File: src/hw/gsl_pkg.sv
// Package of the genlock status and loop control block
// Assumes a 32-bit AXI4-Lite slave with one register per aligned word
`default_nettype none
package gsl_pkg;
    // ----------------------------------------
    // Register indices, byte address = 4 x index
    // ----------------------------------------
    localparam logic [5:0] IDX_STATUS = 6'h1f;
    localparam logic [5:0] IDX_LOOP = 6'h24;
    localparam logic [5:0] IDX_BW = 6'h26;
    localparam logic [5:0] IDX_IRQ_STS = 6'h30;
    localparam logic [5:0] IDX_IRQ_MASK = 6'h31;
    localparam int ADDR_W = 8;
    // ----------------------------------------
    // Field positions
    // ----------------------------------------
    localparam int ST_HPOL = 4;
    localparam int ST_VPOL = 3;
    localparam int ST_BLANK = 2;
    localparam int ST_ALOCK = 1;
    localparam int ST_VLOCK = 0;
    localparam int IRQ_N = 4;
    localparam int IRQ_LOCK_UP = 0;
    localparam int IRQ_LOCK_DN = 1;
    localparam int IRQ_DISTURB = 2;
    localparam int IRQ_CRASH = 3;
    // ----------------------------------------
    // Bus answers and timing
    // ----------------------------------------
    localparam logic [1:0] RESP_OKAY = 2'h0;
    localparam logic [1:0] RESP_SLVERR = 2'h2;
    localparam int CRASH_MUL = 4;
    localparam int SYNC_N = 10;
    localparam logic [2:0] INIT_WAIT = 3'h4;
    // ----------------------------------------
    // Carriers
    // ----------------------------------------
    typedef struct packed {
        logic present;
        logic h_pol;
        logic v_pol;
        logic digital_blank;
        logic blank_timing;
    } gsl_ref_t;
    typedef struct packed {
        logic [7:0] crash;
        logic [4:0] thr;
        logic [2:0] win;
        logic [5:0] bw;
    } gsl_loop_t;
    // Per-standard reset values of the loop fields
    localparam gsl_loop_t DEF_STD0 = '{8'h10, 5'h04, 3'h1, 6'h0a};
    localparam gsl_loop_t DEF_STD1 = '{8'h18, 5'h06, 3'h1, 6'h0c};
    localparam gsl_loop_t DEF_STD2 = '{8'h20, 5'h08, 3'h1, 6'h0e};
    localparam gsl_loop_t DEF_STD3 = '{8'h28, 5'h0a, 3'h1, 6'h10};
    typedef enum logic [2:0] {
        ACQ_IDLE = 3'h1,
        ACQ_CRASH = 3'h2,
        ACQ_TRACK = 3'h4
    } gsl_acq_t;
endpackage
`default_nettype wire

File: src/hw/gsl_top.sv
// Genlock status, loop parameter registers, crash timer, lock and window logic
// Assumes detector and PLL levels arrive asynchronously on pins
`default_nettype none
module gsl_top
    import gsl_pkg::*;
#(
    parameter bit AUDIO_PRESENT = 1'b1
) (
    // Clock and reset
    input wire logic SYS_CLK,
    input wire logic NRST,
    // AXI4-Lite slave
    input wire logic [ADDR_W-1:0] AWADDR,
    input wire logic AWVALID,
    output logic AWREADY,
    input wire logic [31:0] WDATA,
    input wire logic [3:0] WSTRB,
    input wire logic WVALID,
    output logic WREADY,
    output logic [1:0] BRESP,
    output logic BVALID,
    input wire logic BREADY,
    input wire logic [ADDR_W-1:0] ARADDR,
    input wire logic ARVALID,
    output logic ARREADY,
    output logic [31:0] RDATA,
    output logic [1:0] RRESP,
    output logic RVALID,
    input wire logic RREADY,
    // Reference detector and PLL pins
    input wire gsl_ref_t REF_IN,
    input wire logic H_REF,
    input wire logic VPLL_LOCK,
    input wire logic APLL_LOCK,
    input wire logic [1:0] STD_SEL,
    // Loop controls and indications
    output gsl_loop_t LOOP_CTRL,
    output logic CRASH_ACTIVE,
    output logic LOCK_IND,
    output logic REF_DISTURB,
    output logic IRQ
);
    // ----------------------------------------
    // Input synchronisers
    // ----------------------------------------
    logic [SYNC_N-1:0] raw, s1_q, s2_q, s3_q, st_q;
    assign raw = {STD_SEL, APLL_LOCK, VPLL_LOCK, H_REF, REF_IN};
    always_ff @(posedge SYS_CLK or negedge NRST) begin
        if (!NRST) begin
            s1_q <= '0;
            s2_q <= '0;
            s3_q <= '0;
            st_q <= '0;
        end else begin
            s1_q <= raw;
            s2_q <= s1_q;
            s3_q <= s2_q;
            for (int i = 0; i < SYNC_N; i++) begin
                if (s2_q[i] == s3_q[i]) begin
                    st_q[i] <= s3_q[i];
                end
            end
        end
    end
    gsl_ref_t ref_s;
    logic h_s, h_old_q, h_edge, vl_s, al_s;
    logic [1:0] std_s;
    assign ref_s = st_q[4:0];
    assign h_s = st_q[5];
    assign vl_s = st_q[6];
    assign al_s = st_q[7];
    assign std_s = st_q[9:8];
    assign h_edge = h_s && !h_old_q;
    // ----------------------------------------
    // Loop registers and standard defaults
    // ----------------------------------------
    gsl_loop_t loop_q, def;
    logic [2:0] init_q;
    logic load;
    logic [IRQ_N-1:0] ev, sts_q, mask_q;
    logic wr_en;
    logic [5:0] wr_idx;
    logic [31:0] wd_q;
    always_comb begin
        unique case (std_s)
            2'h0: def = DEF_STD0;
            2'h1: def = DEF_STD1;
            2'h2: def = DEF_STD2;
            2'h3: def = DEF_STD3;
        endcase
    end
    assign load = (init_q == INIT_WAIT);
    always_ff @(posedge SYS_CLK or negedge NRST) begin
        if (!NRST) begin
            init_q <= '0;
        end else if (init_q <= INIT_WAIT) begin
            init_q <= init_q + 3'h1;
        end
    end
    always_ff @(posedge SYS_CLK or negedge NRST) begin
        if (!NRST) begin
            loop_q <= DEF_STD0;
        end else if (load) begin
            loop_q <= def;
        end else if (wr_en && wr_idx == IDX_LOOP) begin
            loop_q.crash <= wd_q[15:8];
            loop_q.thr <= wd_q[7:3];
            loop_q.win <= wd_q[2:0];
        end else if (wr_en && wr_idx == IDX_BW) begin
            loop_q.bw <= wd_q[5:0];
        end
    end
    assign LOOP_CTRL = loop_q;
    always_ff @(posedge SYS_CLK or negedge NRST) begin
        if (!NRST) begin
            mask_q <= '0;
        end else if (wr_en && wr_idx == IDX_IRQ_MASK) begin
            mask_q <= wd_q[IRQ_N-1:0];
        end
    end
    // ----------------------------------------
    // Crash lock sequencer
    // ----------------------------------------
    gsl_acq_t acq_q;
    logic [9:0] hcnt_q, crash_len;
    assign crash_len = 10'(CRASH_MUL * loop_q.crash + 1);
    always_ff @(posedge SYS_CLK or negedge NRST) begin
        if (!NRST) begin
            acq_q <= ACQ_IDLE;
            hcnt_q <= '0;
            h_old_q <= 1'b0;
        end else begin
            h_old_q <= h_s;
            if (!ref_s.present) begin
                acq_q <= ACQ_IDLE;
            end else begin
                unique case (acq_q)
                    ACQ_IDLE: begin
                        acq_q <= ACQ_CRASH;
                        hcnt_q <= '0;
                    end
                    ACQ_CRASH: begin
                        if (h_edge) begin
                            hcnt_q <= hcnt_q + 10'h1;
                            if (hcnt_q == crash_len - 10'h1) begin
                                acq_q <= ACQ_TRACK;
                            end
                        end
                    end
                    ACQ_TRACK: acq_q <= ACQ_TRACK;
                    default: acq_q <= ACQ_IDLE;
                endcase
            end
        end
    end
    assign CRASH_ACTIVE = (acq_q == ACQ_CRASH);
    // ----------------------------------------
    // Lock indication filter
    // ----------------------------------------
    logic lock_q;
    logic [5:0] lcnt_q;
    always_ff @(posedge SYS_CLK or negedge NRST) begin
        if (!NRST) begin
            lock_q <= 1'b0;
            lcnt_q <= '0;
        end else if (vl_s == lock_q) begin
            lcnt_q <= '0;
        end else if (h_edge || !vl_s) begin
            if (lcnt_q >= {1'b0, loop_q.thr}) begin
                lock_q <= vl_s;
                lcnt_q <= '0;
            end else if (h_edge) begin
                lcnt_q <= lcnt_q + 6'h1;
            end
        end
    end
    assign LOCK_IND = lock_q;
    // ----------------------------------------
    // Missing pulse window
    // ----------------------------------------
    logic [15:0] per_q, tmr_q;
    logic [3:0] miss_q;
    logic dist_q, expire;
    assign expire = !h_edge && per_q != '0 && tmr_q == per_q;
    always_ff @(posedge SYS_CLK or negedge NRST) begin
        if (!NRST) begin
            per_q <= '0;
            tmr_q <= '0;
            miss_q <= '0;
            dist_q <= 1'b0;
        end else if (h_edge) begin
            if (miss_q == '0) begin
                per_q <= tmr_q;
            end
            tmr_q <= '0;
            miss_q <= '0;
            dist_q <= 1'b0;
        end else if (expire) begin
            tmr_q <= '0;
            if (miss_q != 4'hf) begin
                miss_q <= miss_q + 4'h1;
            end
            if (miss_q >= {1'b0, loop_q.win}) begin
                dist_q <= 1'b1;
            end
        end else if (tmr_q != 16'hffff) begin
            tmr_q <= tmr_q + 16'h1;
        end
    end
    assign REF_DISTURB = dist_q;
    // ----------------------------------------
    // Interrupt status
    // ----------------------------------------
    logic lock_d1_q, dist_d1_q, crash_d1_q;
    always_ff @(posedge SYS_CLK or negedge NRST) begin
        if (!NRST) begin
            lock_d1_q <= 1'b0;
            dist_d1_q <= 1'b0;
            crash_d1_q <= 1'b0;
        end else begin
            lock_d1_q <= lock_q;
            dist_d1_q <= dist_q;
            crash_d1_q <= CRASH_ACTIVE;
        end
    end
    always_comb begin
        ev = '0;
        ev[IRQ_LOCK_UP] = lock_q && !lock_d1_q;
        ev[IRQ_LOCK_DN] = !lock_q && lock_d1_q;
        ev[IRQ_DISTURB] = dist_q && !dist_d1_q;
        ev[IRQ_CRASH] = !CRASH_ACTIVE && crash_d1_q;
    end
    always_ff @(posedge SYS_CLK or negedge NRST) begin
        if (!NRST) begin
            sts_q <= '0;
        end else if (wr_en && wr_idx == IDX_IRQ_STS) begin
            sts_q <= (sts_q & ~wd_q[IRQ_N-1:0]) | ev;
        end else begin
            sts_q <= sts_q | ev;
        end
    end
    assign IRQ = |(sts_q & mask_q);
    // ----------------------------------------
    // AXI4-Lite write path
    // ----------------------------------------
    logic aw_q, w_q, bv_q;
    logic [5:0] awi_q;
    logic [1:0] br_q;
    assign AWREADY = !aw_q && !bv_q;
    assign WREADY = !w_q && !bv_q;
    assign wr_en = aw_q && w_q && !bv_q;
    assign wr_idx = awi_q;
    always_ff @(posedge SYS_CLK or negedge NRST) begin
        if (!NRST) begin
            aw_q <= 1'b0;
            w_q <= 1'b0;
            bv_q <= 1'b0;
            awi_q <= '0;
            wd_q <= '0;
            br_q <= RESP_OKAY;
        end else begin
            if (AWVALID && AWREADY) begin
                aw_q <= 1'b1;
                awi_q <= AWADDR[ADDR_W-1:2];
            end
            if (WVALID && WREADY) begin
                w_q <= 1'b1;
                wd_q <= WDATA;
            end
            if (wr_en) begin
                aw_q <= 1'b0;
                w_q <= 1'b0;
                bv_q <= 1'b1;
                unique case (awi_q)
                    IDX_STATUS, IDX_LOOP, IDX_BW, IDX_IRQ_STS, IDX_IRQ_MASK: br_q <= RESP_OKAY;
                    default: br_q <= RESP_SLVERR;
                endcase
            end else if (bv_q && BREADY) begin
                bv_q <= 1'b0;
            end
        end
    end
    assign BVALID = bv_q;
    assign BRESP = br_q;
    // ----------------------------------------
    // AXI4-Lite read path
    // ----------------------------------------
    logic rv_q;
    logic [31:0] rd_q, rmux;
    logic [1:0] rr_q, rresp;
    logic [5:0] ari;
    assign ari = ARADDR[ADDR_W-1:2];
    always_comb begin
        rmux = '0;
        rresp = RESP_OKAY;
        unique case (ari)
            IDX_STATUS: begin
                rmux[ST_HPOL] = ref_s.present && ref_s.h_pol;
                rmux[ST_VPOL] = ref_s.present && !ref_s.digital_blank && ref_s.v_pol;
                rmux[ST_BLANK] = ref_s.present && ref_s.blank_timing;
                rmux[ST_ALOCK] = AUDIO_PRESENT ? al_s : 1'b1;
                rmux[ST_VLOCK] = vl_s;
            end
            IDX_LOOP: rmux[15:0] = {loop_q.crash, loop_q.thr, loop_q.win};
            IDX_BW: rmux[5:0] = loop_q.bw;
            IDX_IRQ_STS: rmux[IRQ_N-1:0] = sts_q;
            IDX_IRQ_MASK: rmux[IRQ_N-1:0] = mask_q;
            default: rresp = RESP_SLVERR;
        endcase
    end
    assign ARREADY = !rv_q;
    always_ff @(posedge SYS_CLK or negedge NRST) begin
        if (!NRST) begin
            rv_q <= 1'b0;
            rd_q <= '0;
            rr_q <= RESP_OKAY;
        end else if (ARVALID && ARREADY) begin
            rv_q <= 1'b1;
            rd_q <= rmux;
            rr_q <= rresp;
        end else if (rv_q && RREADY) begin
            rv_q <= 1'b0;
        end
    end
    assign RVALID = rv_q;
    assign RDATA = rd_q;
    assign RRESP = rr_q;

    logic st_rd;
    assign st_rd = ARVALID && ARREADY && ari == IDX_STATUS;
endmodule
`default_nettype wire

File: config.mk
export PLATFORM = sky130hd
export DESIGN_NAME = gsl_top
export DESIGN_NICKNAME = d
export VERILOG_FILES = /design/src/hw/gsl_pkg.sv /design/src/hw/gsl_top.sv
export SDC_FILE = /design/constraint.sdc
export NUM_CORES = 1
export LEC_CHECK = 0
export ABC_CLOCK_PERIOD_IN_PS = 3000
export BUFFER_PORTS_ARGS = -buffer_cell sky130_fd_sc_hd__clkbuf_2
export CORE_AREA = 2 2 145 147
export CTS_CLUSTER_SIZE = 40
export DETAILED_ROUTE_END_ITERATION = 8
export DIE_AREA = 0 0 147 149
export GPL_ROUTABILITY_DRIVEN = 0
export GPL_TIMING_DRIVEN = 0
export PLACE_DENSITY_LB_ADDON = 0.3
export SLEW_MARGIN = 20
export SYNTH_ARGS = -nofsm -noshare
export SYNTH_HDL_FRONTEND = slang
export SYNTH_SLANG_ARGS = --single-unit
File: constraint.sdc
create_clock -name SYS_CLK -period 3 [get_ports SYS_CLK]
set_input_delay 0.3 -clock SYS_CLK [delete_from_list [all_inputs] [get_ports SYS_CLK]]
set_output_delay 0.3 -clock SYS_CLK [all_outputs]
set_load 0.02 [all_outputs]
## Word level (Yosys, flattened, before mapping)

Cells that the tools add are included.
W data, S select, Z words.

- Add/subtract/negate cells: 7
- Magnitude comparators: 3
- Equality and inequality tests: 36
- Multiplexer cells: 39
- Bitwise logic cells: 6
- Reductions and logical operators: 64

Operators with widths:

| kind | number |
|---|---|
| $pmux W22 S4 | 1 |
| $mux W16 | 4 |
| $eq A6 B6 Y1 const B | 8 |
| $mux W6 | 6 |
| $logic_and A1 B1 Y1 | 24 |
| $mux W22 | 1 |
| $reduce_bool A2 Y1 | 11 |
| $add A10 B1 Y10 const B | 2 |
| $mux W10 | 2 |
| $pmux W10 S2 | 1 |
| $pmux W4 S5 | 1 |
| $add A16 B1 Y16 const B | 1 |
| $eq A16 B16 Y1 | 1 |
| $mux W4 | 4 |
| $ne A16 B16 Y1 const B | 1 |
| $reduce_bool A16 Y1 | 1 |
| $eq A6 B5 Y1 const B | 2 |
| $logic_not A1 Y1 | 12 |
| $reduce_and A2 Y1 | 6 |
| $eq A1 B1 Y1 | 11 |
| $mux W1 | 11 |
| $eq A10 B10 Y1 | 1 |
| $reduce_or A5 Y1 | 2 |
| $sub A10 B1 Y10 const B | 1 |
| other kinds (30) | 40 |

- Register bits: 180
- Input port bits: 69
- Output and inout port bits: 67
- Word-level logic and storage cells: 196

## Longest topological paths before layout

Gate-level depths: netlist of run 1.

- Depth after elaboration: 7
- Mapped depth: 7
- Depth with buffers taken out: 7

## Worst setup path after synthesis of run 1

No wires, ideal clock.

- Path type: register to register
- Start: reg bv_q (netlist: BVALID)
- End: reg wd_q[10]
- Library setup time: 0.125 ns
- Arrival: 1.727 ns
- Data required time: 2.875 ns
- Slack: 1.148 ns
- Cell stages (with the launch flop): 6
- Path buffers: 2
- Clock period less this slack: 1.852 ns
- Cells stage by stage: dfrtp_1 > nor2_1 > and2_1 > buf_2 > buf_2 > mux2_2

- Longest elaborated chain between the ends: 3

RTL lines:

| element | line | source |
|---|---|---|
| start, declared | gsl_top.sv:246 | `logic aw_q, w_q, bv_q;` |
| start signal, assigned | gsl_top.sv:257 | `bv_q <= 1'b0;` |
| start signal, assigned | gsl_top.sv:273 | `bv_q <= 1'b1;` |
| start signal, assigned | gsl_top.sv:279 | `bv_q <= 1'b0;` |
| $logic_not A1 Y1 | gsl_top.sv:250 | `assign WREADY = !w_q && !bv_q;` |
| $logic_and A1 B1 Y1 | gsl_top.sv:250 |  |
| net WREADY | gsl_top.sv:19 | `output logic WREADY,` |
| $logic_and A1 B1 Y1 | gsl_top.sv:266 | `if (WVALID && WREADY) begin` |
| end signal, assigned | gsl_top.sv:259 | `wd_q <= '0;` |
| end signal, assigned | gsl_top.sv:268 | `wd_q <= WDATA;` |
| end, declared | gsl_top.sv:83 | `logic [31:0] wd_q;` |

The timed path passes the listed nets, and every way through them passes these cells.
A chain may end at the register's enable or synchronous reset.

## Worst setup path in the final report of run 1

- Start: reg awi_q[0]
- End: reg loop_q, in the netlist LOOP_CTRL[21]

- Longest elaborated chain between the ends: 3

RTL lines:

| element | line | source |
|---|---|---|
| start, declared | gsl_top.sv:247 | `logic [5:0] awi_q;` |
| start signal, assigned | gsl_top.sv:264 | `awi_q <= AWADDR[ADDR_W-1:2];` |
| $eq A6 B6 Y1 | gsl_top.sv:105 | `end else if (wr_en && wr_idx == IDX_LOOP) begin` |
| $logic_and A1 B1 Y1 | gsl_top.sv:105 |  |
| $reduce_bool A2 Y1 (no source line) | -- |  |
| end, declared | gsl_top.sv:77 | `gsl_loop_t loop_q, def;` |

Every way passes these cells.

==> results.toml, run 1 <==
[clock_network]
worstSkewPairLatency_ns = 0.44
cts_setup_buffers = 0
clock_sinks = 178
cts_made_buffers = 17
root_buffer = "clkbuf_16"
cts_tree = "built"
ctsHoldBuffers = 11
cts_buffer_depth = 2
path_clk_slew_ns = 0.08
htree_levels = 4
cts_resized = 0

[synthesis]
synth_top_area_cell = "dfrtp_1"
synth_xor_area_frac = 0.04684
synth-compound-area-share = 0.08388
synth_seq_area_share = 0.5549
synth_edf_count = 0
synth_area_leaders = "dfrtp_1 54%, mux2_2 5.7%, mux2i_1 4.9%, ha_1 3.3%, xnor2_1 3.3%"
synth_top_family_by_area = "simple AND/OR/NAND/NOR gates"
synthMuxAreaShare = 0.1060
synth_cells = 685
synth-seq-cells = 178
ys_warn_count = 0
yosys.area_share.simple = 0.1215
ys_types = 56
synthFlopType = "dfrtp_1"
async_flop_share = 1.000
postSynthAreaPerCell_um2 = 11.74
synth_fa_ha_area_frac = 0.04513
syn-cell-area_um2 = 8040
synth_top_area_frac = 0.5353

[worst_setup_path]
worst-path-buf-inv = 1
worstPathRequired_ns = 3.30
cp.arrival_ns = 2.29
crit_path_end_kind = "flop"
cp_max_fo = 10
cp-start-kind = "flop"
cp_slowest_stage_delay_ns = 0.45
ff2ff_path_depth = 5
cp_cell_sequence = "or3b_4 -> nor4_4 -> buf_6 -> mux2i_1 -> nor2_1"
critical_path_depth = 5
critPathKind = "reg2reg"
path_delay_family = "simple AND/OR/NAND/NOR gates"
slowest_stage = "nor4_4"

[layout]
fin_area_um2 = 9691
layout-drive-gt1-share = 0.2530
area_delta_synth_final_pct = 20.53
nets = 915
finalCoreUtilization = 0.4714
antenna_cells = 0
fillers = 1905

[die]
pin_count = 136
core_region_area_um2 = 20560
initial_utilization = 0.3911
die_h_um = 149
fp-row-count = 53
die_w_um = 147
dieArea_um2 = 21900

[sta]
fin_crit_sh = 0.6649
rsz0062_at_grt = "false"
hold_viol = 0
hold_ws_ns = 0.04075
fin_ws_ns = 1.005
max_freq_mhz = 501.4
relSlewSlack = 0.3427
tightest_slew_ns = 0.9770
slew_violations = 0
final.min_clock_period_ns = 1.995
worst_clock_skew_ns = 0.01246
setup_viol = 0

[pwr]
ir_drop_v = 0.0005173
p_sw_mw = 2.688
p_total_mw = 7.584
swShare = 0.3545
pwr-share-clk = 0.296
seq_power_share = 0.444
power_density_nw_per_um2 = 782.7
power_frac_comb = 0.260
internal_power_mw = 4.896
power_leakage_nw = 4.629

[route]
wl_per_cell_um = 15.49
drt_iter0_drc = 275
routed_wl_um = 17240
dr.pass1.iters = 7
detail-route-antenna-nets = 0
via_count = 5497
drc = 0
vias_per_cell = 4.939

[placement]
dp_worst_setup_slack_ns = 1.021
dpl.hpwl_um = 12620
portBuffers = 91
dpl_cell_area_um2 = 8967

[global_route]
grt_start_max_net_pins = 75
gr-total-overflow = 0
grt_first_pass_wirelength_um = 28370
grt_antenna_before_repair = 0
grt.total_usage = 0.1671
grt_pass1_vias = 5302

[status]
run_status = "finished, final reports clean"

[worst_hold_path]
hold-path-cell-count = 2
min_path_type = "in2reg"

[run]
cap_violations = 0
path summary, 6_finish.rpt:
kind,slack [ns],endpoint,from
max in group asynchronous,1.92,acq_q[0]$_DFFE_PN1P_,NRST
worst min register to register,0.35,s2_q[5]$_DFF_PN0_,s1_q[5]$_DFF_PN0_
worst min-delay path,0.04,RVALID$_DFFE_PN0P_,RREADY
worst max-delay path,1.01,LOOP_CTRL[21]$_DFFE_PN0P_,awi_q[0]$_DFFE_PN0P_
worst max register to register,1.01,LOOP_CTRL[21]$_DFFE_PN0P_,awi_q[0]$_DFFE_PN0P_
min in group asynchronous,0.36,s2_q[4]$_DFF_PN0_,NRST
power groups by stage:
stage	Clock, mW	Combinational (mW)	Sequential [mW]
4_1_cts	2.30	2.01	3.37
3_5_place_dp	0	1.99	3.41
6_report	2.25	1.97	3.37
2_1_floorplan	0	1.26	3.42
5_1_grt	2.41	2.18	3.45
3_3_place_gp	0	1.95	3.40
per-stage QoR:
step | TNS, ns | cells
after floorplan | 0 | 702
after global placement | -292.06 | 1068
after detailed placement | 0 | 1070
after CTS | 0 | 1113
after global routing | 0 | 1113
final | 0 | 1113
state kept, by name, indices dropped and copies added (netlist names), 3 cells and up:
| signal | flops |
|---|---|
| LOOP_CTRL | 22 |
| RDATA | 16 |
| acq_q | 3 |
| awi_q | 6 |
| hcnt_q | 10 |
| init_q | 3 |
| lcnt_q | 6 |
| mask_q | 4 |
| miss_q | 4 |
| per_q | 16 |
| s1_q | 10 |
| s2_q | 10 |
| s3_q | 10 |
| st_q | 10 |
| sts_q | 4 |
| tmr_q | 16 |
| wd_q | 16 |
cell families (layout without fill, tap and decap cells):
logic type / after synthesis / after routing
AND/OR/NAND/NOR: 187 / 187
other: 1 / 18
multiplexers: 80 / 80
buffers and inverters: 64 / 200
adder cells (fa/ha/maj): 31 / 31
AO/OA/AOI/OAI: 101 / 101
flip-flops: 178 / 178
XOR/XNOR: 43 / 43
layer usage:
| metal | wire length, um | GRT usage |
|---|---|---|
| met5 | 0 | 0 |
| met3 | 778 | 0.04281 |
| met2 | 8217 | 0.2629 |
| met4 | 149 | 0.03894 |
| met1 | 8097 | 0.2343 |
worst register-to-register path, stage by stage (launching register included):
cell and delay, ns:
dfrtp_1 0.43, or3b_4 0.44, nor4_4 0.45, buf_6 0.27, mux2i_1 0.22, nor2_1 0.05
cells in the mapped netlist (all sizes together) (8+ instances only):
library cell	count
clkbuf	9
xnor2	30
mux2i	39
a21oi	21
xor2	13
ha	21
nor3	14
buf	31
mux2	41
dfrtp	172
a22o	17
nor2	46
nand4	14
nand2b	8
nand3	17
nor4	8
maj3	10
inv	24
o21ai	23
nand2	45
layout by cell type, fill, tap and decap left out, types with 21 or more instances in the layout:
cell type,Yosys,final
a21oi_1,21,21
o21ai_0,23,23
mux2_2,41,41
xnor2_1,30,30
mux2i_1,39,39
nand2_1,45,45
inv_1,24,24
dfrtp_1,172,172
clkbuf_2,0,90
nor2_1,46,46
ha_1,21,21
layout make-up:
type,count,area (um2),share of cell area
sequential,178,4462,0.4604
multi-input combinational,460,3311,0.3416
timing repair buffer,104,629.4,0.06495
clock buffer,17,425.4,0.04390
tap,275,344.1,0.03551
buffer,40,241.5,0.02492
clock inverter,15,187.7,0.01937
inverter,24,90.09,0.009296
Note: power is estimated with default switching activity, not from simulation.
==> run 2, diff against run 1 <==
--- a/config.mk
+++ b/config.mk
@@ -5,7 +5,7 @@
 export SDC_FILE = /design/constraint.sdc
 export NUM_CORES = 1
 export LEC_CHECK = 0
-export ABC_CLOCK_PERIOD_IN_PS = 3000
+export ABC_CLOCK_PERIOD_IN_PS = 1700
 export BUFFER_PORTS_ARGS = -buffer_cell sky130_fd_sc_hd__clkbuf_2
 export CORE_AREA = 2 2 145 147
 export CTS_CLUSTER_SIZE = 40
==> constraint.sdc (replaced) <==
create_clock -name SYS_CLK -period 1.7 [get_ports SYS_CLK]
set_input_delay 0.17 -clock SYS_CLK [delete_from_list [all_inputs] [get_ports SYS_CLK]]
set_output_delay 0.17 -clock SYS_CLK [all_outputs]
set_load 0.02 [all_outputs]
==> run 2 against run 1 <==
Effect of this change: global-route usage rose by 0.82 points; combinational power rose by 130%; cell count rose by 5.6%; register-to-register slack got worse by 1.0 ns; power rose by 95%; die area did not move; routed wire length rose by 8.9%; via count rose by 4.5%; fmax rose by 18%.
==> results.toml, run 2 (synthesis results as in run 1) <==
[pwr]
ir_drop_v = 0.0008561
power_leakage_nw = 5.051
power_density_nw_per_um2 = 1384

[route]
via_count = 5745
wl_per_cell_um = 15.98
detail-route-antenna-nets = 0
routed_wl_um = 18780
drc = 0
dr.pass1.iters = 4
vias_per_cell = 4.889
drt_iter0_drc = 272

[sta]
slew_violations = 0
final.min_clock_period_ns = 1.693
worst_clock_skew_ns = 0.01172
fin_tns_setup_ns = 0
hold_viol = 0
setup_viol = 0
tightest_slew_ns = 0.6324
rsz0062_at_grt = "true"
max_freq_mhz = 590.8
fin_crit_sh = 0.9956
relSlewSlack = 0.5766

[layout]
final_cell_mix = "163 x dfrtp_1, 90 x clkbuf_2, 49 x buf_4"
layout_commonest_cell = "dfrtp_1"
nets = 977
area_delta_synth_final_pct = 32.73
layout-drive-gt1-share = 0.3422
finalCoreUtilization = 0.5191
fillers = 1818
largest_reg_flops = 22
antenna_cells = 0

[run]
cap_violations = 0

[worst_hold_path]
min_to = "wd_q[1]$_DFFE_PN0P_"
min_path_type = "in2reg"
hp-start = "WDATA[1]"
hold-path-cell-count = 2

[worst_setup_path]
path_delay_family = "simple AND/OR/NAND/NOR gates"
timing.rr.start = "awi_q[4]$_DFFE_PN0P_"
worstReg2RegEnd = "LOOP_CTRL[15]$_DFFE_PN0P_"
ff2ff_path_depth = 6
worstPathRequired_ns = 2.02
cp_slowest_stage_delay_ns = 0.43
cp_max_fo = 5
critPathKind = "reg2reg"
crit_path_end_kind = "flop"
cp-start-kind = "flop"
cp.arrival_ns = 2.01
worst-path-buf-inv = 2
crit_start = "awi_q[4]$_DFFE_PN0P_"
ff2ff_setup_slack_ns = 0.007
slowest_stage = "or3b_4"
cp_cell_sequence = "or3b_4 -> nor4_4 -> buf_6 -> buf_8 -> mux2i_2 -> nor2_1"

[clock_network]
clock_sinks = 178
htree_levels = 4
cts_buffer_depth = 2
cts_made_buffers = 17
root_buffer = "clkbuf_16"
path_clk_slew_ns = 0.07
worstSkewPairLatency_ns = 0.43
cts_tree = "built"

[die]
initial_utilization = 0.3911
core_region_area_um2 = 20560
die_w_um = 147
die_h_um = 149
fp-row-count = 53
dieArea_um2 = 21900
pin_count = 136

[global_route]
grt_first_pass_wirelength_um = 29750
grt_antenna_before_repair = 0
grt_pass1_vias = 5595
grt_start_max_net_pins = 90
grt.total_usage = 0.1752
gr-total-overflow = 0

[placement]
portBuffers = 91
dpl.hpwl_um = 12660

[status]
run_status = "finished, final reports clean"
-- run 2: cell count changes in the layout (fill, tap and decap cells not counted), moves of 6 or more --
| cell | change |
|---|---|
| nor2_1 | -9 |
| buf_4 | +30 |
| dfrtp_1 | -9 |
| nor2_4 | +6 |
| dlygate4sd3_1 | +23 |
| clkinv_8 | -6 |
| buf_6 | +8 |
| dfrtp_2 | +9 |
-- run 2: area by class of cell --
cell class | count | area, um2 | area share
Timing Repair Buffer | 168 | 1229 | 0.1151
Buffer | 38 | 262.8 | 0.02462
Multi-Input combinational cell | 460 | 3626 | 0.3398
Clock buffer | 19 | 452.9 | 0.04244
Inverter | 24 | 90.09 | 0.008442
Tap cell | 275 | 344.1 | 0.03224
Clock inverter | 13 | 193.9 | 0.01817
Sequential cell | 178 | 4473 | 0.4192
-- run 2: per-layer routing --
layer,vias to the layer above,track usage,wire [um]
li1,2791,-,-
met1,2828,0.2262,8202
met2,103,0.2937,9485
met3,23,0.04006,794
met4,0,0.05865,299
met5,-,0,0
-- run 2: where the power goes --
| part | switching (mW) | internal (mW) | total, mW |
|---|---|---|---|
| Clock | 1.70 | 2.57 | 4.27 |
| Sequential | 0.876 | 5.11 | 5.99 |
| Combinational | 2.32 | 2.20 | 4.52 |
| Total | 4.89 | 9.88 | 14.8 |
-- run 2: how the worst max path moves through the flow --
stage / to / slack (ns) / depth (start not counted)
floorplan: wd_q[10]$_DFFE_PN0P_ / -0.004 / 5
global placement: BVALID$_DFFE_PN0P_ / -3.28 / 1
detailed placement: RDATA[0]$_DFFE_PN0P_ / -0.37 / 5
CTS: LOOP_CTRL[15]$_DFFE_PN0P_ / -0.06 / 6
global route: tmr_q[4]$_DFFE_PN0P_ / -0.09 / 7
finish: LOOP_CTRL[15]$_DFFE_PN0P_ / 0.007 / 6
-- run 2: per-stage QoR --
stage,std cells,area (um2),setup WS (ns),power (mW),hold slack (ns)
2_1_floorplan,702,8114,-0.003524,8.285,-0.1256
3_3_place_gp,1068,8914,-3.278,9.472,0.2799
3_5_place_dp,1070,8977,-0.3660,9.569,0.05419
4_1_cts,1147,10170,-0.05908,14.23,0.001443
5_1_grt,1175,10670,-0.08928,15.62,0.004705
6_report,1175,10670,0.007431,14.77,0.01329
-- run 2: what timing repair did --
action,in CTS,in global routing
buffers inserted,10,27
pin swaps,15,27
endpoints found under the hold margin,143,0
hold buffers,34,0
endpoints found under the setup margin,68,76
gates resized for setup,37,66
cloned,1,3
==> run 3, diff against run 2 <==
--- a/config.mk
+++ b/config.mk
@@ -13,7 +13,7 @@
 export DIE_AREA = 0 0 147 149
 export GPL_ROUTABILITY_DRIVEN = 0
 export GPL_TIMING_DRIVEN = 0
-export PLACE_DENSITY_LB_ADDON = 0.3
+export PLACE_DENSITY = 0.65
 export SLEW_MARGIN = 20
 export SYNTH_ARGS = -nofsm -noshare
 export SYNTH_HDL_FRONTEND = slang
==> run 3 against run 2 <==
Effect of this change: the flow now finishes with violations (setup timing); via count about the same; count of clock-buffer cells in the layout is 2 lower; clock power decreased by 11%; first-iteration DRC count is 16% lower; critical endpoint is now tmr_q[5]$_DFFE_PN0P_.
==> results.toml, run 3 (synthesis results as in run 1) <==
[worst_hold_path]
hold-path-cell-count = 2
min_path_type = "in2reg"
hp-start = "AWADDR[2]"

[die]
pin_count = 136
core_region_area_um2 = 20560
dieArea_um2 = 21900
initial_utilization = 0.3911
die_h_um = 149
fp-row-count = 53
die_w_um = 147

[pwr]
power_leakage_nw = 4.916
p_total_mw = 13.92
power_density_nw_per_um2 = 1344
ir_drop_v = 0.0008045

[placement]
dp_worst_setup_slack_ns = -0.3451
portBuffers = 91
placed_cells = 1070
dpl.hpwl_um = 12620
dpl_cell_area_um2 = 8977

[worst_setup_path]
cp-start-kind = "flop"
timing.rr.start = "per_q[11]$_DFFE_PN0P_"
ff2ff_path_depth = 6
critical_path_depth = 6
crit_start = "per_q[11]$_DFFE_PN0P_"
slowest_stage = "dfrtp_2"
cp.arrival_ns = 2.08
critPathKind = "reg2reg"
worst-path-buf-inv = 1
path_delay_family = "simple AND/OR/NAND/NOR gates"
cp_max_fo = 10
worstPathRequired_ns = 2.06
cp_cell_sequence = "nor4_4 -> nand4_1 -> and3_4 -> a21o_4 -> buf_8 -> nor2_1"
cp_slowest_stage_delay_ns = 0.44
crit_path_end_kind = "flop"

[layout]
layout_commonest_cell = "dfrtp_1"
finalCoreUtilization = 0.5036
area_delta_synth_final_pct = 28.76
instances_no_fill = 1163
layout-drive-gt1-share = 0.3243
nets = 965
final_cell_mix = "158 x dfrtp_1, 90 x clkbuf_2, 46 x buf_4"
fillers = 1848
largest_reg_flops = 22
fin_area_um2 = 10350
antenna_cells = 0

[status]
run_status = "finished with violations"
violations = "setup timing"

[route]
dr.pass1.iters = 4
drc = 0
vias_per_cell = 4.936
wl_per_cell_um = 15.82
drt_iter0_drc = 228
detail-route-antenna-nets = 0
routed_wl_um = 18400
via_count = 5740

[sta]
relSlewSlack = 0.3390
fin_ws_ns = -0.01707
final.min_clock_period_ns = 1.717
worst_clock_skew_ns = 0.007684
fin_crit_sh = 1.010
setup_viol = 2
tightest_slew_ns = 0.9894
slew_violations = 0
rsz0062_at_grt = "true"
max_freq_mhz = 582.4
hold_viol = 0
fin_tns_setup_ns = -0.02690
hold_ws_ns = 0.02518

[run]
cap_violations = 0

[clock_network]
cts_made_buffers = 17
worstSkewPairLatency_ns = 0.43
cts_tree = "built"
htree_levels = 4
path_clk_slew_ns = 0.07
cts_buffer_depth = 2
root_buffer = "clkbuf_16"
clock_sinks = 178

[global_route]
grt_pass1_vias = 5621
grt_first_pass_wirelength_um = 29520
grt_antenna_before_repair = 0
grt.total_usage = 0.1730
grt_start_max_net_pins = 88
gr-total-overflow = 0
run 3: layout make-up:
type / count / area (um2) / area share
Buffer: 37 / 255.2 / 0.02466
Tap cell: 275 / 344.1 / 0.03324
Clock inverter: 15 / 143.9 / 0.01390
Inverter: 24 / 90.09 / 0.008702
Multi-Input combinational cell: 460 / 3511 / 0.3391
Timing Repair Buffer: 157 / 1104 / 0.1066
Sequential cell: 178 / 4479 / 0.4327
Clock buffer: 17 / 425.4 / 0.04109
run 3: routing by layer:
layer | vias to the layer above | GRT usage | part of all wire
li1 | 2758 | - | -
met2 | 117 | 0.2866 | 0.50
met3 | 22 | 0.03731 | 0.039
met4 | 0 | 0.06154 | 0.016
met1 | 2843 | 0.2261 | 0.44
met5 | - | 0 | 0
run 3: repair_timing:
action                                 in CTS  in global routing
setup buffers                              10                 19
resized for setup                          35                 39
gates cloned                                1                  0
hold buffers                               34                  0
setup endpoints to repair                  72                 67
endpoints found under the hold margin     123                  0
pin swaps                                  12                 17
run 3: power breakdown:
part,switching [mW],internal (mW)
logic,2.20,1.98
registers,0.841,5.11
clock network,1.83,1.95
run 3: worst paths after layout:
check / end / slack (ns)
worst max-delay path: tmr_q[5]$_DFFE_PN0P_ / -0.02
worst max register to register: tmr_q[5]$_DFFE_PN0P_ / -0.02
worst min-delay path: awi_q[0]$_DFFE_PN0P_ / 0.03
min in group asynchronous: RVALID$_DFFE_PN0P_ / 0.11
worst min register to register: s2_q[5]$_DFF_PN0_ / 0.35
max in group asynchronous: per_q[8]$_DFFE_PN0P_ / 0.50
